===== src/design/csot_pkg.sv =====
// Purpose: Shared constants and types for the clock select and oscillator trim block
// Assumes: 10 MHz system clock, 8-bit register port
// Notes:   Offsets are byte addresses on the register port
package csot_pkg;
  // System clock and slow oscillator rate
  localparam int CLK_SYS_HZ    = 10_000_000;
  localparam int SLOW_OSC_HZ   = 32_000;
  localparam int SLOW_DIV_CYC  = CLK_SYS_HZ / SLOW_OSC_HZ;
  localparam int FAST_OSC_HZ   = 24_000_000;

  // Register offsets
  localparam logic [7:0] ADDR_CPU_CFG    = 8'h30;
  localparam logic [7:0] ADDR_FAST_TRIM  = 8'h34;
  localparam logic [7:0] ADDR_SLOW_TRIM  = 8'h36;
  localparam logic [7:0] ADDR_TIMER_CFG  = 8'h38;
  localparam logic [7:0] ADDR_AUX_CFG    = 8'h39;
  localparam logic [7:0] ADDR_STATUS     = 8'h3a;
  localparam logic [7:0] ADDR_CALL       = 8'h3b;
  localparam logic [7:0] ADDR_PARAM_BASE = 8'hf8;

  // Field positions in the processor and serial bus config register
  localparam int CPU_SEL_BIT     = 0;
  localparam int SBUS_SEL_BIT    = 5;
  localparam int SBUS_NODIV_BIT  = 6;
  // Field positions in the aux config register
  localparam int AUX_FILT_BIT    = 3;
  localparam int AUX_XTAL_PIN_BIT = 4;
  // Reserved processor divider exponent
  localparam logic [2:0] CPU_DIV_RESERVED = 3'h6;

  // Supervisory call
  localparam logic [7:0] SUPERVISORY_KEY = 8'h3a;
  localparam logic [7:0] OP_TABLE_READ   = 8'h06;
  localparam int PARAM_BYTES  = 8;
  localparam int KEY_IDX      = 0;
  localparam int TABLE_SEL_IDX = 2;

  // Values after reset
  localparam logic [7:0] CPU_CFG_RST   = 8'h00;
  localparam logic [7:0] TIMER_CFG_RST = 8'h00;
  localparam logic [7:0] AUX_CFG_RST   = 8'h00;
  localparam logic [7:0] TRIM_RST      = 8'h00;

  // Clock source codes
  typedef enum logic [1:0] {
    SRC_XTAL = 2'h0,
    SRC_FAST = 2'h1,
    SRC_SLOW = 2'h2,
    SRC_ALT  = 2'h3
  } csot_src_t;

  typedef struct packed {
    logic [2:0] foffset;
    logic [4:0] gain;
  } csot_fast_trim_t;

  typedef struct packed {
    logic       low_power;
    logic       reserved;
    logic [1:0] bias;
    logic [3:0] freq;
  } csot_slow_trim_t;

  typedef struct packed {
    logic processor;
    logic serial_bus;
    logic interval;
    logic capture;
  } csot_ticks_t;

  typedef enum logic [2:0] {
    ST_BOOT = 3'b001,
    ST_IDLE = 3'b010,
    ST_COPY = 3'b100
  } csot_state_t;
endpackage : csot_pkg


===== src/design/csot_clock_select.sv =====
// Purpose: Clock source selection, dividers, oscillator trims and table read
// Assumes: Source clocks arrive as pins and become one-cycle enables
// Notes:   All derived clocks except the clock output pin are enable pulses on i_clk_sys
`timescale 1ns/1ns
module csot_clock_select #(
  parameter logic [15:0] SILICON_ID      = 16'h5a5a, // Arbitrary identifier
  parameter logic [7:0]  FAST_TRIM_CAL   = 8'h10,
  parameter logic [7:0]  SLOW_TRIM_CAL   = 8'h08,
  parameter int          WAKE_SLOW_TICKS = 1024
) (
  // Clock and reset
  input  wire logic                   i_clk_sys,
  input  wire logic                   i_reset,
  // Register port
  input  wire logic [7:0]             i_addr,
  input  wire logic [7:0]             i_wdata,
  input  wire logic                   i_wr,
  input  wire logic                   i_rd,
  output logic [7:0]                  o_rdata,
  // Source clock pins and power state
  input  wire logic                   i_fast_osc,
  input  wire logic                   i_ext_crystal,
  input  wire logic                   i_external_clock_input,
  input  wire logic                   i_sleep,
  // Derived clock enables
  output csot_pkg::csot_ticks_t       o_ticks,
  output logic                        o_slow_tick,
  output logic                        o_wakeup,
  // Clock output pin
  output logic                        o_clock_output_pin,
  output logic                        o_clock_output_pin_oe,
  // Oscillator trims and table status
  output csot_pkg::csot_fast_trim_t   o_fast_osc_trim,
  output csot_pkg::csot_slow_trim_t   o_slow_osc_trim,
  output logic                        o_table_busy
);
  initial
  begin
    if (WAKE_SLOW_TICKS < 2 || WAKE_SLOW_TICKS > 65535)
      $error("csot_clock_select: WAKE_SLOW_TICKS out of range");
  end

  // Pin synchronisers: stage one feeds only stage two
  logic [2:0] pin_in;
  logic [2:0] sync1;
  logic [2:0] sync2;
  logic [2:0] sync3;
  logic [2:0] pin_edge;
  assign pin_in = {i_external_clock_input, i_ext_crystal, i_fast_osc};

  genvar g;
  generate
    for (g = 0; g < 3; g++)
    begin : g_sync
      always_ff @(posedge i_clk_sys or posedge i_reset)
      begin
        if (i_reset)
        begin
          sync1[g] <= 1'b0;
          sync2[g] <= 1'b0;
          sync3[g] <= 1'b0;
        end
        else
        begin
          sync1[g] <= pin_in[g];
          sync2[g] <= sync1[g];
          sync3[g] <= sync2[g];
        end
      end
      assign pin_edge[g] = sync2[g] & ~sync3[g];
    end
  endgenerate

  // Register file state
  logic [7:0]                cpu_cfg;
  logic [7:0]                timer_cfg;
  logic [7:0]                aux_cfg;
  csot_pkg::csot_fast_trim_t fast_trim;
  csot_pkg::csot_slow_trim_t slow_trim;
  logic [7:0]                param_mem [csot_pkg::PARAM_BYTES];
  csot_pkg::csot_state_t     state;
  logic [2:0]                copy_idx;
  logic [2:0]                table_sel;
  logic [7:0]                next_cpu_cfg;
  logic [7:0]                next_timer_cfg;
  logic [7:0]                next_aux_cfg;
  csot_pkg::csot_fast_trim_t next_fast_trim;
  csot_pkg::csot_slow_trim_t next_slow_trim;
  logic [7:0]                next_param_mem [csot_pkg::PARAM_BYTES];
  csot_pkg::csot_state_t     next_state;
  logic [2:0]                next_copy_idx;
  logic [2:0]                next_table_sel;
  logic [7:0]                next_rdata;
  logic                      param_hit;
  logic [2:0]                param_idx;

  // Fixed table contents; only table 0 carries data here
  function automatic logic [7:0] table_byte(input logic [2:0] tsel, input logic [2:0] idx);
    table_byte = 8'h00;
    if (tsel == 3'h0 && idx == 3'h0)
      table_byte = SILICON_ID[15:8]; // High byte first
    else if (tsel == 3'h0 && idx == 3'h1)
      table_byte = SILICON_ID[7:0];
  endfunction : table_byte

  assign param_hit = (i_addr[7:3] == csot_pkg::ADDR_PARAM_BASE[7:3]);
  assign param_idx = i_addr[2:0];

  // Register writes, boot load and table copy engine
  always_comb
  begin
    next_cpu_cfg   = cpu_cfg;
    next_timer_cfg = timer_cfg;
    next_aux_cfg   = aux_cfg;
    next_fast_trim = fast_trim;
    next_slow_trim = slow_trim;
    next_param_mem = param_mem;
    next_state     = state;
    next_copy_idx  = copy_idx;
    next_table_sel = table_sel;
    case (state)
      csot_pkg::ST_BOOT:
      begin
        next_fast_trim         = FAST_TRIM_CAL;      // Factory load at boot
        next_fast_trim.foffset = 3'h0;               // Fine offset left at zero
        next_slow_trim         = SLOW_TRIM_CAL;
        next_slow_trim.reserved = 1'b0;
        next_state             = csot_pkg::ST_IDLE;
      end
      csot_pkg::ST_IDLE:
      begin
        if (i_wr)
        begin
          case (i_addr)
            csot_pkg::ADDR_CPU_CFG:   next_cpu_cfg   = i_wdata;
            csot_pkg::ADDR_TIMER_CFG: next_timer_cfg = i_wdata;
            csot_pkg::ADDR_AUX_CFG:
            begin
              next_aux_cfg = i_wdata;
              if (i_wdata[2:0] == csot_pkg::CPU_DIV_RESERVED)
                next_aux_cfg[2:0] = aux_cfg[2:0]; // Exponent 6 is not offered
            end
            csot_pkg::ADDR_FAST_TRIM: next_fast_trim = i_wdata;
            csot_pkg::ADDR_SLOW_TRIM:
            begin
              next_slow_trim          = i_wdata;
              next_slow_trim.reserved = 1'b0;
            end
            csot_pkg::ADDR_CALL:
            begin
              if (i_wdata == csot_pkg::OP_TABLE_READ &&
                  param_mem[csot_pkg::KEY_IDX] == csot_pkg::SUPERVISORY_KEY)
              begin
                next_table_sel = param_mem[csot_pkg::TABLE_SEL_IDX][2:0]; // Upper bits ignored
                next_copy_idx  = 3'h0;
                next_state     = csot_pkg::ST_COPY;
              end
            end
            default:
            begin
              if (param_hit)
                next_param_mem[param_idx] = i_wdata;
            end
          endcase
        end
      end
      csot_pkg::ST_COPY:
      begin
        next_param_mem[copy_idx] = table_byte(table_sel, copy_idx); // Eight bytes
        next_copy_idx            = copy_idx + 3'h1;
        if (copy_idx == 3'h7)
          next_state = csot_pkg::ST_IDLE;
      end
      default: next_state = csot_pkg::ST_IDLE;
    endcase
  end

  // Read data stands for one cycle only
  always_comb
  begin
    next_rdata = 8'h00;
    if (i_rd)
    begin
      case (i_addr)
        csot_pkg::ADDR_CPU_CFG:   next_rdata = cpu_cfg;
        csot_pkg::ADDR_TIMER_CFG: next_rdata = timer_cfg;
        csot_pkg::ADDR_AUX_CFG:   next_rdata = aux_cfg;
        csot_pkg::ADDR_FAST_TRIM: next_rdata = fast_trim;
        csot_pkg::ADDR_SLOW_TRIM: next_rdata = slow_trim;
        csot_pkg::ADDR_STATUS:
          next_rdata = {4'h0, o_clock_output_pin, i_sleep, state == csot_pkg::ST_BOOT,
                        state == csot_pkg::ST_COPY};
        default:
        begin
          if (param_hit)
            next_rdata = param_mem[param_idx];
        end
      endcase
    end
  end

  always_ff @(posedge i_clk_sys or posedge i_reset)
  begin
    if (i_reset)
    begin
      cpu_cfg   <= csot_pkg::CPU_CFG_RST;
      timer_cfg <= csot_pkg::TIMER_CFG_RST;
      aux_cfg   <= csot_pkg::AUX_CFG_RST;
      fast_trim <= csot_pkg::TRIM_RST;
      slow_trim <= csot_pkg::TRIM_RST;
      param_mem <= '{default: 8'h00};
      state     <= csot_pkg::ST_BOOT;
      copy_idx  <= 3'h0;
      table_sel <= 3'h0;
      o_rdata   <= 8'h00;
    end
    else
    begin
      cpu_cfg   <= next_cpu_cfg;
      timer_cfg <= next_timer_cfg;
      aux_cfg   <= next_aux_cfg;
      fast_trim <= next_fast_trim;
      slow_trim <= next_slow_trim;
      param_mem <= next_param_mem;
      state     <= next_state;
      copy_idx  <= next_copy_idx;
      table_sel <= next_table_sel;
      o_rdata   <= next_rdata;
    end
  end

  // Slow oscillator and wakeup; sleep never stops this counter
  logic [15:0] slow_cnt;
  logic [15:0] wake_cnt;
  logic [15:0] next_slow_cnt;
  logic [15:0] next_wake_cnt;
  logic        next_slow_tick;
  logic        next_wakeup;
  logic        filt_level;
  logic        next_filt_level;
  logic        filt_edge;

  always_comb
  begin
    next_slow_cnt  = slow_cnt + 16'h0001;
    next_wake_cnt  = wake_cnt;
    next_slow_tick = 1'b0;
    next_wakeup    = 1'b0;
    if (slow_cnt == 16'(csot_pkg::SLOW_DIV_CYC - 1))
    begin
      next_slow_cnt  = 16'h0000;
      next_slow_tick = 1'b1; // Nominal slow oscillator
      next_wake_cnt  = wake_cnt + 16'h0001;
      if (wake_cnt == 16'(WAKE_SLOW_TICKS - 1))
      begin
        next_wake_cnt = 16'h0000;
        next_wakeup   = 1'b1; // Periodic wakeup from the slow clock
      end
    end
    // Fast transient filter: accept a level after two equal samples
    next_filt_level = filt_level;
    if (!aux_cfg[csot_pkg::AUX_FILT_BIT])
      next_filt_level = sync2[2];
    else if (sync2[2] == sync3[2])
      next_filt_level = sync2[2];
  end

  always_ff @(posedge i_clk_sys or posedge i_reset)
  begin
    if (i_reset)
    begin
      slow_cnt    <= 16'h0000;
      wake_cnt    <= 16'h0000;
      o_slow_tick <= 1'b0;
      o_wakeup    <= 1'b0;
      filt_level  <= 1'b0;
    end
    else
    begin
      slow_cnt    <= next_slow_cnt;
      wake_cnt    <= next_wake_cnt;
      o_slow_tick <= next_slow_tick;
      o_wakeup    <= next_wakeup;
      filt_level  <= next_filt_level;
    end
  end

  // Source enables; the slow source is withheld from timers in sleep
  logic src_fast;
  logic src_xtal;
  logic src_slow;
  assign src_fast  = pin_edge[0]; // Fast oscillator macro output
  assign src_xtal  = pin_edge[1];
  assign src_slow  = o_slow_tick & ~i_sleep;
  assign filt_edge = next_filt_level & ~filt_level;

  // Independent dividers for the processor, serial bus and interval clocks
  logic       cpu_src;
  logic       sbus_src;
  logic       sbus_nodiv;
  logic       itmr_src;
  logic [7:0] cpu_divisor;
  logic [2:0] itmr_divisor;
  logic       cpu_tick;
  logic       sbus_tick;
  logic       itmr_tick;
  logic       cap_tick;
  logic       next_cap_tick;
  assign cpu_src     = cpu_cfg[csot_pkg::CPU_SEL_BIT] ? src_xtal : src_fast;
  assign cpu_divisor = 8'h01 << aux_cfg[2:0]; // 2^n with n 0..5 or 7
  assign sbus_src    = cpu_cfg[csot_pkg::SBUS_SEL_BIT] ? src_xtal : src_fast;
  // Halving is always on for the fast source
  assign sbus_nodiv  = cpu_cfg[csot_pkg::SBUS_SEL_BIT] & cpu_cfg[csot_pkg::SBUS_NODIV_BIT];
  assign itmr_divisor = {1'b0, timer_cfg[3:2]} + 3'h1; // Prescale 1..4

  // Capture and interval source selection
  always_comb
  begin
    case (csot_pkg::csot_src_t'(timer_cfg[5:4]))
      csot_pkg::SRC_XTAL: next_cap_tick = src_xtal;
      csot_pkg::SRC_FAST: next_cap_tick = src_fast;
      csot_pkg::SRC_SLOW: next_cap_tick = src_slow;
      default:            next_cap_tick = 1'b0; // Unused code stops the clock
    endcase
    case (csot_pkg::csot_src_t'(timer_cfg[1:0]))
      csot_pkg::SRC_XTAL: itmr_src = src_xtal;
      csot_pkg::SRC_FAST: itmr_src = src_fast;
      csot_pkg::SRC_SLOW: itmr_src = src_slow;
      default:            itmr_src = cap_tick;
    endcase
  end

  always_ff @(posedge i_clk_sys or posedge i_reset)
  begin
    if (i_reset)
      cap_tick <= 1'b0;
    else
      cap_tick <= next_cap_tick;
  end

  csot_tick_div #(.W(8)) u_cpu_div (
    .i_clk_sys (i_clk_sys),
    .i_reset   (i_reset),
    .i_tick    (cpu_src),
    .i_divisor (cpu_divisor),
    .o_tick    (cpu_tick)
  );

  csot_tick_div #(.W(2)) u_sbus_div (
    .i_clk_sys (i_clk_sys),
    .i_reset   (i_reset),
    .i_tick    (sbus_src),
    .i_divisor (sbus_nodiv ? 2'h1 : 2'h2),
    .o_tick    (sbus_tick)
  );

  csot_tick_div #(.W(3)) u_itmr_div (
    .i_clk_sys (i_clk_sys),
    .i_reset   (i_reset),
    .i_tick    (itmr_src),
    .i_divisor (itmr_divisor),
    .o_tick    (itmr_tick)
  );

  assign o_ticks = '{processor: cpu_tick, serial_bus: sbus_tick,
                     interval: itmr_tick, capture: cap_tick};

  // Clock output pin; source swaps only while the pin is low
  logic [1:0] out_sel;
  logic [1:0] next_out_sel;
  logic       out_src;
  logic       next_pin;
  always_comb
  begin
    next_out_sel = out_sel;
    if (!o_clock_output_pin)
      next_out_sel = timer_cfg[7:6];
    case (csot_pkg::csot_src_t'(out_sel))
      csot_pkg::SRC_XTAL: out_src = filt_edge; // Filtered external input
      csot_pkg::SRC_FAST: out_src = src_fast;
      csot_pkg::SRC_SLOW: out_src = src_slow;
      default:            out_src = cpu_tick;
    endcase
    next_pin = o_clock_output_pin ^ out_src;
  end

  always_ff @(posedge i_clk_sys or posedge i_reset)
  begin
    if (i_reset)
    begin
      out_sel               <= 2'h0;
      o_clock_output_pin    <= 1'b0;
      o_clock_output_pin_oe <= 1'b0;
      o_table_busy          <= 1'b0;
    end
    else
    begin
      out_sel               <= next_out_sel;
      o_clock_output_pin    <= next_pin;
      o_clock_output_pin_oe <= ~aux_cfg[csot_pkg::AUX_XTAL_PIN_BIT];
      o_table_busy          <= (next_state == csot_pkg::ST_COPY);
    end
  end

  assign o_fast_osc_trim = fast_trim; // Drives the fast oscillator macro
  assign o_slow_osc_trim = slow_trim; // Drives the slow oscillator macro
endmodule : csot_clock_select


===== src/design/csot_tick_div.sv =====
// Purpose: Divides a one-cycle enable stream by a programmable count
// Assumes: Input ticks are one cycle long and on the system clock
// Notes:   A new divisor takes effect only at a terminal count
`timescale 1ns/1ns
module csot_tick_div #(
  parameter int W = 8
) (
  // Clock and reset
  input  wire logic         i_clk_sys,
  input  wire logic         i_reset,
  // Source enable and divisor
  input  wire logic         i_tick,
  input  wire logic [W-1:0] i_divisor,
  // Divided enable
  output logic              o_tick
);
  initial
  begin
    if (W < 1 || W > 16)
      $error("csot_tick_div: W out of range");
  end

  logic [W-1:0] cnt;
  logic [W-1:0] next_cnt;
  logic [W-1:0] div_applied;
  logic [W-1:0] next_div_applied;
  logic         next_tick;

  // Count source ticks; divisor 0 acts as 1
  always_comb
  begin
    next_cnt         = cnt;
    next_div_applied = div_applied;
    next_tick        = 1'b0;
    if (i_tick)
    begin
      if (cnt + W'(1) >= div_applied || div_applied == '0)
      begin
        next_cnt         = '0;
        next_tick        = 1'b1;
        next_div_applied = i_divisor; // Swap only at the boundary
      end
      else
        next_cnt = cnt + W'(1);
    end
  end

  always_ff @(posedge i_clk_sys or posedge i_reset)
  begin
    if (i_reset)
    begin
      cnt         <= '0;
      div_applied <= W'(1);
      o_tick      <= 1'b0;
    end
    else
    begin
      cnt         <= next_cnt;
      div_applied <= next_div_applied;
      o_tick      <= next_tick;
    end
  end
endmodule : csot_tick_div


===== config.mk =====
export PLATFORM = sky130hd
export DESIGN_NAME = csot_clock_select
export DESIGN_NICKNAME = d
export VERILOG_FILES = /design/src/design/csot_pkg.sv /design/src/design/csot_clock_select.sv /design/src/design/csot_tick_div.sv
export SDC_FILE = /design/constraint.sdc
export NUM_CORES = 1
export LEC_CHECK = 0
export BUFFER_PORTS_ARGS = -buffer_cell sky130_fd_sc_hd__buf_2
export CAP_MARGIN = 20
export CORE_ASPECT_RATIO = 1.25
export CORE_MARGIN = 1.5
export CORE_UTILIZATION = 35
export DETAILED_ROUTE_END_ITERATION = 10
export PLACE_DENSITY = 0.6
export SLEW_MARGIN = 20
export SYNTH_ARGS = -nofsm -noshare
export SYNTH_HDL_FRONTEND = slang
export SYNTH_SLANG_ARGS = --single-unit

===== constraint.sdc =====
create_clock -name i_clk_sys -period 14.5 [get_ports i_clk_sys]
set_input_delay 2.9 -clock i_clk_sys [delete_from_list [all_inputs] [get_ports i_clk_sys]]
set_output_delay 2.9 -clock i_clk_sys [all_outputs]
set_load 0.005 [all_outputs]

## Yosys cells after proc, flatten, opt, wreduce, memory -nomap -nowiden

Index checks and enable logic that the tools add are counted.

| cells by class | value |
|---|---|
| order comparisons | 7 |
| reductions and logical operators | 31 |
| shift-type cells | 1 |
| $add $sub $neg | 7 |
| equality and inequality tests | 33 |
| multiplexer cells | 56 |
| bitwise gates (word level) | 14 |

Operators with widths:

| kind | count |
|---|---|
| $mux W64 | 3 |
| $bwmux W64 | 2 |
| $pmux W64 S2 | 1 |
| $mux W8 | 12 |
| $eq A8 B6 Y1 const B | 8 |
| $demux W8 S3 | 2 |
| $pmux W8 S6 | 1 |
| $add A16 B1 Y16 const B | 2 |
| $mux W16 | 2 |
| $pmux W8 S2 | 2 |
| $bmux W8 S3 | 1 |
| $mux W3 | 8 |
| $eq A16 B10 Y1 const B | 1 |
| $eq A16 B9 Y1 const B | 1 |
| $reduce_and A4 Y1 | 4 |
| $reduce_and A3 Y1 | 5 |
| $mux W7 | 2 |
| $ne A2 B2 Y1 const B | 7 |
| $mux W1 | 13 |
| $eq A3 B3 Y1 const B | 4 |
| $pmux W3 S2 | 2 |
| $logic_not A3 Y1 | 3 |
| $pmux W1 S3 | 3 |
| $add A8 B1 Y8 const B | 1 |
| 28 further kinds | 59 |

| word-level totals | value |
|---|---|
| bits in registers | 200 |
| input bits | 24 |
| output and inout port bits | 33 |
| word-level logic and storage cells | 199 |

## Longest topological paths before layout

Gate-level depths: netlist (run 1).

| depth | value |
|---|---|
| depth in word-level cells | 10 |
| gate-level depth with buffers | 12 |
| depth with buffers taken out | 11 |

## Modules after synthesis

A second synthesis (run 1) with hierarchy kept.

| unflattened totals | value |
|---|---|
| cell total of the unflattened synthesis | 954 |
| area, all modules | 10039.6 µm² |

Modules (own cells, without submodules):

| module | area each (µm²) | instances | cells each | seq. area each (µm²) |
|---|---|---|---|---|
| csot_clock_select | 8354.3 | 1 | 793 | 4255.3 |
| csot_tick_div (u_cpu_div) | 1002.2 | 1 | 98 | 426.7 |
| csot_tick_div (u_itmr_div) | 400.4 | 1 | 39 | 176.4 |
| csot_tick_div (u_sbus_div) | 282.8 | 1 | 24 | 126.4 |

## Least setup slack after synthesis (run 1)

No wires, ideal clock.

| timing | value |
|---|---|
| kind | input to register |
| from | input port i_addr[0] |
| to | register o_rdata[7] |
| arrival | 4.339 ns |
| slack | 10.020 ns |
| stages | 8 |
| data required time | 14.359 ns |
| setup time | 0.141 ns |
| buffers on the path | 3 |
| cells stage by stage | clkbuf_1 clkbuf_1 buf_2 mux2i_1 a2bb2oi_1 nor2_1 a221oi_1 o22ai_1 |

| on the way | value |
|---|---|
| longest elaborated chain between the ends | 7 |
| elaborated cells on any way between the ends | 13 |
| classes of those cells | eq/ne (6); mux (6); bitwise (1) |

RTL lines:

| element | line | RTL |
|---|---|---|
| from (decl) | csot_clock_select.sv:15 | `input wire logic [7:0] i_addr,` |
| $not A3 Y4 (not written as such) | csot_clock_select.sv:196 | `next_rdata = param_mem[param_idx];` |
| $bmux W8 S3 | csot_clock_select.sv:196 |  |
| $mux W8 (not written as such) (2 in a row) | csot_clock_select.sv:196 |  |
| $mux W8 | csot_clock_select.sv:195 | `if (param_hit)` |
| $pmux W8 S6 * | csot_clock_select.sv:184 | `case (i_addr)` |
| $mux W8 * | csot_clock_select.sv:182 | `if (i_rd)` |
| named net next_rdata[7] | csot_clock_select.sv:93 | `logic [7:0] next_rdata;` |
| to (signal assigned) | csot_clock_select.sv:228 | `o_rdata <= next_rdata;` |
| to (decl) | csot_clock_select.sv:19 | `output logic [7:0] o_rdata,` |

Mark *: on every way through the listed nets, which the timed path passes. The rest lies on a longest branch. The select of a mux whose other input is x is not followed.
A chain may end at the register's enable or synchronous reset.

## Worst setup path in the final report (run 1)

| timing | value |
|---|---|
| from | input port i_addr[1] |
| to | register param_mem[51] (netlist name) |

| on the way | value |
|---|---|
| longest elaborated chain between the ends | 10 |
| elaborated cells on any way between the ends | 20 |
| classes of those cells | order compare (2); eq/ne (7); mux (7); bitwise (1); reduce/logical (3) |

RTL lines:

| element | line | RTL |
|---|---|---|
| $not A3 Y4 (not written as such) | csot_clock_select.sv:162 | `next_param_mem[param_idx] = i_wdata;` |
| $ge A4 B4 Y1 (not written as such) / $lt A4 B1 Y1 (equally long branches) | csot_clock_select.sv:162 |  |
| $logic_and A1 B1 Y1 (not written as such) | csot_clock_select.sv:162 |  |
| $mux W8 (not written as such) | csot_clock_select.sv:162 |  |
| $demux W8 S3 | csot_clock_select.sv:162 |  |
| $bwmux W64 | csot_clock_select.sv:162 |  |
| $mux W64 | csot_clock_select.sv:161 | `if (param_hit)` |
| $mux W64 | csot_clock_select.sv:134 | `case (i_addr)` |
| $mux W64 | csot_clock_select.sv:132 | `if (i_wr)` |
| $pmux W64 S2 | csot_clock_select.sv:121 | `case (state)` |
| to (signal assigned) | csot_clock_select.sv:224 | `param_mem <= next_param_mem;` |
| to (decl) | csot_clock_select.sv:80 | `logic [7:0] param_mem [csot_pkg::PARAM_BYTES];` |

Parallel ways exist; a longest one is shown, timed or not. The select of a mux whose other input is x is not followed.

==> results.py, run 1 <==
metrics = {
    "place": {
        "place_congestion": 0.917,
        "io_buffers": 55,
        "placed_cells": 1312,
        "hpwl_um": 18500,
    },
    "power": {
        "p_switching_mw": 0.339,
        "power_frac_clock_pct": 39.6,
        "p_comb_share_pct": 12.5,
        "intPower_mw": 0.922,
        "pwr-share-seq_pct": 47.9,
        "p_per_area_nw_per_um2": 114,
        "leakagePower_nw": 4.93,
        "ir_drop_uv": 72.8,
        "swShare_pct": 26.9,
    },
    "worst_setup_path": {
        "reg2reg_depth": 10,
        "r2r-start": "u_cpu_div.cnt[0]",
        "critPathMaxStageDelay_ps": 710,
        "regToRegEndpoint": "u_cpu_div.div_applied[0]",
        "crit_chain": "buf_2, nor2_1, nand2_1, or2_2, a21oi_1, mux2_2",
        "crit_path_end_kind": "flip-flop",
        "slowest_stage": "nor2_1",
        "cp_max_fo": 40,
        "ff2ff_setup_slack_ps": 10920,
        "arrival_ps": 5320,
        "start_kind": "input pin",
        "cp_num_cells": 6,
        "endpoint": "param_mem[51]",
        "crit_path_start": "i_addr[1]",
        "crit_required_ps": 14830,
        "path_buf_inv": 1,
        "critPathTopFamily": "simple AND/OR/NAND/NOR gates",
        "critPathKind": "input pin to flip-flop",
    },
    "global_routing": {
        "grt_max_degree": 119,
        "gr-usage-met3_pct": 3.20,
        "gr-total-overflow": 0,
        "gr-usage-met2_pct": 29.8,
        "antenna_found_initial": 0,
        "grt_pass1_wl_um": 41800,
        "grt_pass1_vias": 7334,
        "grt_use_total_pct": 18.6,
        "top_usage_layer": "met2",
        "gr-usage-met1_pct": 24.5,
    },
    "synthesis": {
        "netlist_area_um2": 9920,
        "ys_seq_area_share_pct": 50.2,
        "avgSynthCellArea_um2": 10.4,
        "synth_cell_type_count": 65,
        "syn_inst": 954,
        "synth_async_sr_flop_share_pct": 100,
        "yosysWarnings": 0,
        "ys.flop_type": "dfrtp_1",
        "synth_seq_cells": 199,
        "synth-edff-count": 0,
    },
    "route": {
        "wl_per_cell_um": 19.5,
        "drt_first_pass_iters": 6,
        "avgViaCountPerCell": 5.56,
        "remaining_drc_errors": 0,
        "wl_um": 26200,
        "num_vias": 7472,
        "ant_nets": 0,
        "drt_iter0_markers": 510,
    },
    "clocking": {
        "clockBufferDepth": 2,
        "clkTransAtPathRegs_ps": 70,
        "cts_hold_buf": 0,
        "cts_max_level": 4,
        "post_cts_buffers": 0,
        "cts_tree": "done",
        "clkSinkCount": 199,
        "clk_latency_ps": 440,
        "numCtsBuffers": 17,
        "cts_resized": 0,
        "root_buffer": "clkbuf_16",
    },
    "die": {
        "fp.dieArea_um2": 29400,
        "initial_core_util_pct": 35.8,
        "ios": 57,
        "die_w_um": 154,
        "rows": 68,
        "core_um2": 27700,
        "die_y_um": 191,
    },
    "sta": {
        "rsz0062_at_grt": "no",
        "setup_viol": 0,
        "finalCritPeriodShare_pct": 34.5,
        "fin_crit_ps": 5000,
        "holdWs_ps": 357,
        "fin_skew_ps": 7.94,
        "fin_tns_setup_ps": 0,
        "max_slew.worst_pin.slew_ps": 1020,
        "slew_viol_final": 0,
        "timing.final.hold_violations": 0,
        "fmax_mhz": 200,
        "slew_headroom_pct": 30.9,
    },
    "worst_hold_path": {
        "worstHoldStart": "sync1[2]",
        "hold_path.class": "flip-flop to flip-flop",
    },
    "finish": {
        "layout_common_cells": "195 x dfrtp_1, 97 x nand2_1, 66 x nor2_1",
        "layout-drive-gt1-share_pct": 18.1,
        "final_cells": 1344,
        "area_growth_pct": 11.9,
        "antenna_cells": 0,
        "fin_nets": 1027,
        "final_common_cell": "dfrtp_1",
        "fill_cells": 2707,
    },
    "outcome": {
        "outcome": "completed",
    },
    "run": {
        "drv_cap": 0,
    },
}
worst register-to-register path, cell delays in order, from the launching register on:
cell      delay [ps]
dfrtp_1          450
ha_1             270
nand3_1          130
nor2_1           160
xor2_1           200
ha_1             290
a21oi_1          160
nand2_1           60
a221oi_1         820
a21oi_1          540
mux2_2           410
sequential cells by signal, summed over array words and instances (netlist names), 2 cells and up:
| name | count |
|---|---|
| u_itmr_div.div_applied | 3 |
| u_cpu_div.div_applied | 8 |
| out_sel | 2 |
| sync1 | 3 |
| state | 3 |
| param_mem | 64 |
| sync2 | 3 |
| timer_cfg | 8 |
| o_slow_osc_trim | 7 |
| u_itmr_div.cnt | 3 |
| u_sbus_div.cnt | 2 |
| cpu_cfg | 8 |
| table_sel | 3 |
| aux_cfg | 8 |
| sync3 | 3 |
| u_sbus_div.div_applied | 2 |
| copy_idx | 3 |
| o_fast_osc_trim | 8 |
| wake_cnt | 16 |
| u_cpu_div.cnt | 8 |
| slow_cnt | 16 |
| o_rdata | 8 |
worst min-delay path by stage:
stage,to,slack [ps],cells past startpoint
floorplan,sync2[0],330,0
global placement,sync2[0],340,0
detailed placement,sync2[0],340,0
CTS,sync2[2],360,0
global route,sync2[2],370,0
finish,sync2[2],360,0
power by group through the flow:
stage / Clock [mW] / Sequential [mW] / Combinational, mW
final: 0.500 / 0.604 / 0.157
after global routing: 0.531 / 0.608 / 0.179
after CTS: 0.511 / 0.604 / 0.158
after detailed placement: 0 / 0.615 / 0.158
after global placement: 0 / 0.614 / 0.154
after floorplan: 0 / 0.605 / 0.115
cell usage after synthesis, types with 5 or more instances:
library cell	n	share of area [%]
dfrtp_1	195	49
nand2_1	97	3.7
nor2_1	66	2.5
mux2_2	62	7.0
o21ai_0	58	2.9
nand3_1	39	2.0
inv_1	35	1.3
a21oi_1	31	1.6
clkbuf_1	30	1.1
mux2i_1	23	2.3
ha_1	22	2.8
a22o_1	19	1.7
o2bb2ai_1	17	1.5
a22oi_1	16	1.2
xnor2_1	16	1.4
buf_2	15	0.76
nor2b_1	15	0.95
xor2_1	15	1.3
nand4_1	13	0.82
nand2b_1	10	0.63
nor3_1	10	0.50
nor4_1	10	0.63
a221oi_1	9	0.79
and3_1	9	0.57
o22ai_1	9	0.57
a31oi_1	8	0.50
nand3b_1	8	0.61
and4_1	7	0.62
a21o_1	6	0.45
buf_1	5	0.19
buf_4	5	0.38
mux4_2	5	1.1
or2_2	5	0.32
or3_1	5	0.32
logic make-up after synthesis:
group           count (synthesis)  synth area share, %
fa+ha+maj                      22                 2.77
compound gates                201                 13.4
buf+inv                        90                 3.78
simple gates                  320                 16.6
mux                            90                 10.5
xor+xnor                       31                 2.74
flops                         199                 50.2
other cells                     1               0.0378
per-stage QoR:
stage               utilization [%]  setup WS (ps)  total power, mW  area, um2
floorplan                         -           6180            0.720       9930
global placement               37.7           9090            0.768      10500
detailed placement             37.7           8950            0.773      10500
CTS                            39.9           9440             1.27      11100
global route                   40.0           9270             1.32      11100
finish                         40.0           9500             1.26      11100
metal layers:
layer | up-vias | part of all wire, %
met5 | - | 0
met1 | 3727 | 44
met2 | 213 | 47
li1 | 3480 | -
met3 | 52 | 4.8
met4 | 0 | 3.4
area by class of cell:
cell class | instances | area (um2) | area share [%]
sequential | 199 | 4980 | 44.9
multi-input combinational | 666 | 4600 | 41.4
clock buffer | 20 | 447 | 4.02
tap | 350 | 438 | 3.95
timing repair buffer | 62 | 332 | 2.99
clock inverter | 12 | 163 | 1.47
inverter | 35 | 139 | 1.25
Note: power is estimated with default switching activity, not from simulation.
==> inputs of run 2 (changes only) <==
--- a/config.mk
+++ b/config.mk
@@ -11,7 +11,7 @@
 export CORE_MARGIN = 1.5
 export CORE_UTILIZATION = 35
 export DETAILED_ROUTE_END_ITERATION = 10
-export PLACE_DENSITY = 0.6
+export PLACE_DENSITY = 0.62
 export SLEW_MARGIN = 20
 export SYNTH_ARGS = -nofsm -noshare
 export SYNTH_HDL_FRONTEND = slang
==> constraint.sdc (replaced) <==
create_clock -name i_clk_sys -period 4.3 [get_ports i_clk_sys]
set_input_delay 0.86 -clock i_clk_sys [delete_from_list [all_inputs] [get_ports i_clk_sys]]
set_output_delay 0.86 -clock i_clk_sys [all_outputs]
set_load 0.005 [all_outputs]
==> run 2 against run 1 <==
  * Sequential share of layout area is 0.41 points lower
  * Critical path depth is 5 higher
  * Utilization is 0.37 points higher
  * Register-to-register slack worse by 9700 ps
  * Via count is 0.95% higher
  * Worst hold slack worse by 5.3 ps
  * Cell count is 0.74% higher
  * Count of clock-buffer cells in the layout is 1 lower
  * Sequential cell count stayed put
  * Non-clock buffer count is 9 higher
  * Critical path type is now flip-flop to flip-flop
  * Critical endpoint is now u_cpu_div.div_applied[0]
  * Largest power group unchanged
==> results.py, run 2 (synthesized netlist as in run 1, its figures left out) <==
metrics = {
    "power": {
        "leakagePower_nw": 4.97,
        "p_per_area_nw_per_um2": 378,
        "ir_drop_uv": 215,
        "power_mw": 4.24,
    },
    "worst_setup_path": {
        "crit_required_ps": 4660,
        "critPathMaxStageDelay_ps": 810,
        "start_kind": "flip-flop",
        "cp_max_fo": 9,
        "critPathKind": "flip-flop to flip-flop",
        "crit_chain": "and3_1, nand3_1, nor2_1, xnor2_1, inv_1, ha_1, nand4_1, nor2_1, o31ai_1, a21oi_1, mux2_2",
        "arrival_ps": 3490,
        "slowest_stage": "a21oi_1",
        "crit_path_end_kind": "flip-flop",
        "critPathMostFrequentCell": "nor2_1",
    },
    "finish": {
        "fin_area_um2": 11200,
        "layout_common_cells": "195 x dfrtp_1, 97 x nand2_1, 66 x nor2_1",
        "top_register": "param_mem",
        "top_regs": "param_mem: 64 flops, slow_cnt: 16 flops, wake_cnt: 16 flops",
        "fill_cells": 2731,
        "final_cells": 1354,
        "fin_nets": 1036,
        "finish.utilization_pct": 40.4,
        "seqCellArea_um2": 4980,
        "layout-drive-gt1-share_pct": 18.8,
        "area_growth_pct": 12.9,
        "largest_reg_flops": 64,
        "multi_input_area_um2": 4570,
        "final_common_cell": "dfrtp_1",
    },
    "route": {
        "drt_first_pass_iters": 8,
        "remaining_drc_errors": 0,
        "num_vias": 7543,
        "wl_um": 26000,
        "ant_nets": 0,
        "drt_iter0_markers": 617,
        "avgViaCountPerCell": 5.57,
        "wl_per_cell_um": 19.2,
    },
    "clocking": {
        "clkSinkCount": 199,
        "cts_max_level": 4,
        "cts_hold_buf": 0,
        "cts_resized": 0,
        "cts_tree": "done",
        "numCtsBuffers": 17,
        "clk_latency_ps": 440,
        "clockBufferDepth": 2,
        "root_buffer": "clkbuf_16",
        "post_cts_buffers": 0,
        "clkTransAtPathRegs_ps": 80,
    },
    "sta": {
        "rsz0062_at_grt": "no",
        "fmax_mhz": 320,
        "timing.final.hold_violations": 0,
        "slew_headroom_pct": 34.1,
        "fin_ws_ps": 1180,
        "fin_skew_ps": 17.6,
        "holdWs_ps": 352,
        "max_slew.worst_pin.slew_ps": 988,
        "slew_viol_final": 0,
        "setup_viol": 0,
        "finalCritPeriodShare_pct": 72.6,
        "fin_crit_ps": 3120,
        "fin_tns_setup_ps": 0,
    },
    "worst_hold_path": {
        "hold_path.class": "flip-flop to flip-flop",
    },
    "die": {
        "die_y_um": 191,
        "rows": 68,
        "die_w_um": 154,
        "core_um2": 27700,
        "ios": 57,
        "initial_core_util_pct": 35.8,
        "fp.dieArea_um2": 29400,
    },
    "global_routing": {
        "top_usage_layer": "met2",
        "grt_max_degree": 58,
        "gr-total-overflow": 0,
        "grt_pass1_vias": 7404,
        "grt_pass1_wl_um": 41700,
        "gr-usage-met2_pct": 29.8,
        "gr-usage-met1_pct": 23.8,
        "gr-usage-met3_pct": 3.76,
        "antenna_found_initial": 1,
        "grt_use_total_pct": 18.3,
    },
    "run": {
        "drv_cap": 0,
    },
    "place": {
        "place_ws_ps": 1040,
        "io_buffers": 55,
        "place_congestion": 0.934,
        "placed_cells": 1320,
        "hpwl_um": 18900,
        "dpl_cell_area_um2": 10600,
    },
    "outcome": {
        "outcome": "completed",
    },
}
## run 2: changes by cell type in the layout (fill, tap and decap cells not counted), sizes merged
cell	change
clkinvlp	+1
clkbuf	-1
inv	-1
clkinv	+3
bufinv	-2
diode	+1
buf	+9
## run 2: critical path, delay by kind of cell, from the launching register on
| family | cells | cell delay, ps |
|---|---|---|
| compound gates | 2 | 990 |
| xor+xnor | 1 | 160 |
| fa+ha+maj | 1 | 290 |
| buf+inv | 1 | 70 |
| flops | 1 | 430 |
| mux | 1 | 420 |
| simple gates | 5 | 690 |
## run 2: metal layers
layer / part of all wire [%] / vias to the layer above / wire length, um
li1: - / 3494 / -
met2: 48 / 274 / 12500
met3: 5.8 / 51 / 1510
met1: 43 / 3722 / 11200
met5: 0.050 / - / 13
met4: 3.0 / 2 / 786
## run 2: area by class of cell
class                           count  area share [%]
Tap cell                          350            3.91
Timing Repair Buffer               71            3.98
Antenna cell                        1          0.0223
Multi-Input combinational cell    666            40.8
Inverter                           35            1.21
Clock buffer                       19            3.95
Clock inverter                     13            1.60
Sequential cell                   199            44.5
## run 2: final timing paths
path	from	endpoint	slack, ps	cells past startpoint
setup / recovery	u_cpu_div.cnt[0]	u_cpu_div.div_applied[0]	1180	11
hold / removal	sync1[0]	sync2[0]	350	0
setup reg to reg	u_cpu_div.cnt[0]	u_cpu_div.div_applied[0]	1180	11
hold reg to reg	sync1[0]	sync2[0]	350	0
max in group asynchronous	i_reset	u_cpu_div.div_applied[0]	2940	4
min in group asynchronous	i_reset	slow_cnt[5]	420	2
## run 2: power breakdown
part / internal [mW] / switching [mW]
sequential: 1.95 / 0.0831
combinational: 0.214 / 0.317
clock: 0.860 / 0.809
total: 3.03 / 1.21
==> inputs of run 3 (changes only) <==
--- a/config.mk
+++ b/config.mk
@@ -11,7 +11,7 @@
 export CORE_MARGIN = 1.5
 export CORE_UTILIZATION = 35
 export DETAILED_ROUTE_END_ITERATION = 10
-export PLACE_DENSITY = 0.62
+export PLACE_DENSITY = 0.6
 export SLEW_MARGIN = 20
 export SYNTH_ARGS = -nofsm -noshare
 export SYNTH_HDL_FRONTEND = slang
==> constraint.sdc (replaced) <==
create_clock -name i_clk_sys -period 3.1 [get_ports i_clk_sys]
set_input_delay 0.62 -clock i_clk_sys [delete_from_list [all_inputs] [get_ports i_clk_sys]]
set_output_delay 0.62 -clock i_clk_sys [all_outputs]
set_load 0.005 [all_outputs]
==> run 3 against run 2 <==
  * Critical path depth unchanged
  * Routed wire length fell by 1.2%
  * Worst hold slack got worse by 66 ps
  * Register-to-register slack got worse by 920 ps
  * Fmax grew 9.9%
  * Sequential cell count unchanged
  * Critical endpoint is now u_cpu_div.cnt[2]
==> results.py, run 3 (synthesized netlist as in run 1, its figures left out) <==
metrics = {
    "sta": {
        "fin_skew_ps": 10.0,
        "slew_viol_final": 0,
        "rsz0062_at_grt": "no",
        "fin_ws_ps": 260,
        "slew_headroom_pct": 37.9,
        "holdWs_ps": 286,
        "setup_viol": 0,
        "fmax_mhz": 352,
        "max_slew.worst_pin.slew_ps": 930,
        "timing.final.hold_violations": 0,
        "finalCritPeriodShare_pct": 91.6,
        "fin_crit_ps": 2840,
    },
    "power": {
        "pwr-share-seq_pct": 48.3,
        "ir_drop_uv": 253,
        "leakagePower_nw": 5.07,
        "p_comb_share_pct": 13.1,
        "p_per_area_nw_per_um2": 514,
        "intPower_mw": 4.20,
        "p_switching_mw": 1.64,
        "power_frac_clock_pct": 38.6,
        "swShare_pct": 28.1,
    },
    "finish": {
        "layout-drive-gt1-share_pct": 20.9,
        "area_growth_pct": 14.4,
        "layout_common_cells": "195 x dfrtp_1, 97 x nand2_1, 66 x nor2_1",
        "fin_nets": 1058,
        "largest_reg_flops": 64,
        "final_common_cell": "dfrtp_1",
        "top_register": "param_mem",
        "antenna_cells": 0,
        "top_regs": "param_mem: 64 flops, slow_cnt: 16 flops, wake_cnt: 16 flops",
    },
    "route": {
        "wl_um": 25700,
        "ant_nets": 0,
        "num_vias": 7490,
        "remaining_drc_errors": 0,
        "avgViaCountPerCell": 5.45,
        "drt_first_pass_iters": 5,
        "wl_per_cell_um": 18.7,
        "drt_iter0_markers": 552,
    },
    "clocking": {
        "post_cts_buffers": 0,
        "cts_hold_buf": 0,
        "cts_resized": 0,
        "clockBufferDepth": 2,
        "numCtsBuffers": 17,
        "root_buffer": "clkbuf_16",
        "cts_max_level": 4,
        "clkTransAtPathRegs_ps": 80,
        "cts_tree": "done",
        "clkSinkCount": 199,
        "clk_latency_ps": 450,
    },
    "global_routing": {
        "antenna_found_initial": 0,
        "grt_use_total_pct": 18.4,
        "gr-total-overflow": 0,
        "grt_pass1_wl_um": 42100,
        "grt_pass1_vias": 7506,
        "grt_max_degree": 41,
    },
    "place": {
        "place_congestion": 0.855,
        "io_buffers": 55,
        "hpwl_um": 19000,
        "place_ws_ps": 100,
    },
    "die": {
        "die_y_um": 191,
        "rows": 68,
        "die_w_um": 154,
        "ios": 57,
        "initial_core_util_pct": 35.8,
        "fp.dieArea_um2": 29400,
        "core_um2": 27700,
    },
    "worst_setup_path": {
        "crit_chain": "ha_1, nand3_1, nor2_1, xor2_1, ha_1, a21oi_1, nand2_1, a221oi_2, buf_4, nand2_1, o311ai_0",
        "critPathMaxStageDelay_ps": 440,
        "cp_num_cells": 11,
        "start_kind": "flip-flop",
        "crit_required_ps": 3440,
        "critPathKind": "flip-flop to flip-flop",
        "crit_path_end_kind": "flip-flop",
        "critPathTopFamily": "compound AO/OA/AOI/OAI gates",
        "arrival_ps": 3180,
        "path_buf_inv": 1,
        "slowest_stage": "dfrtp_1",
        "reg2reg_depth": 11,
        "cp_max_fo": 7,
    },
    "worst_hold_path": {
        "hold_path.class": "input pin to flip-flop",
        "whs_path_depth": 1,
    },
    "outcome": {
        "outcome": "completed",
    },
    "run": {
        "drv_cap": 0,
    },
}
run 3: power by group through the flow:
| stage | sequential, mW | clock [mW] | combinational [mW] |
|---|---|---|---|
| after global routing | 2.84 | 2.40 | 0.862 |
| after detailed placement | 2.87 | 0 | 0.769 |
| final | 2.82 | 2.25 | 0.765 |
| after CTS | 2.82 | 2.31 | 0.770 |
| after floorplan | 2.83 | 0 | 0.538 |
| after global placement | 2.87 | 0 | 0.756 |
run 3: path summary, 6_finish.rpt:
kind | start | endpoint | slack [ps]
max in group asynchronous | i_reset | state[0] | 1960
worst max register to register | u_cpu_div.cnt[0] | u_cpu_div.cnt[2] | 260
worst min-delay path | i_fast_osc | sync1[0] | 290
min in group asynchronous | i_reset | o_fast_osc_trim[1] | 370
worst min register to register | sync1[1] | sync2[1] | 350
worst max-delay path | u_cpu_div.cnt[0] | u_cpu_div.cnt[2] | 260
run 3: final cells by class:
cell class                      instances  area (um2)
Sequential cell                       199        4980
Fill cell                            2703       16400
Timing Repair Buffer                   93         611
Multi-Input combinational cell        666        4580
Clock inverter                         14         159
Inverter                               35         135
Tap cell                              350         438
Clock buffer                           18         439
run 3: layer usage:
metal  vias up  routed length (um)  part of all wire, %  global-route usage, %
met4         0                 610                  2.4                   6.98
met1      3706               11400                   45                   24.0
met5         -                   0                    0                      0
met3        40                1000                  3.9                   2.88
met2       190               12600                   49                   30.7
li1       3554                   -                    -                      -
run 3: metrics by stage:
step                      instance area, um2  util (%)  std cells  total power, mW  TNS, ps
after detailed placement               10700      38.7       1343             3.64        0
after global routing                   11300      40.9       1375             6.10        0
after CTS                              11300      40.9       1375             5.91        0
final                                  11300      40.9       1375             5.84        0
after global placement                 10700      38.7       1343             3.63        0
after floorplan                         9930         -        955             3.37   -17760
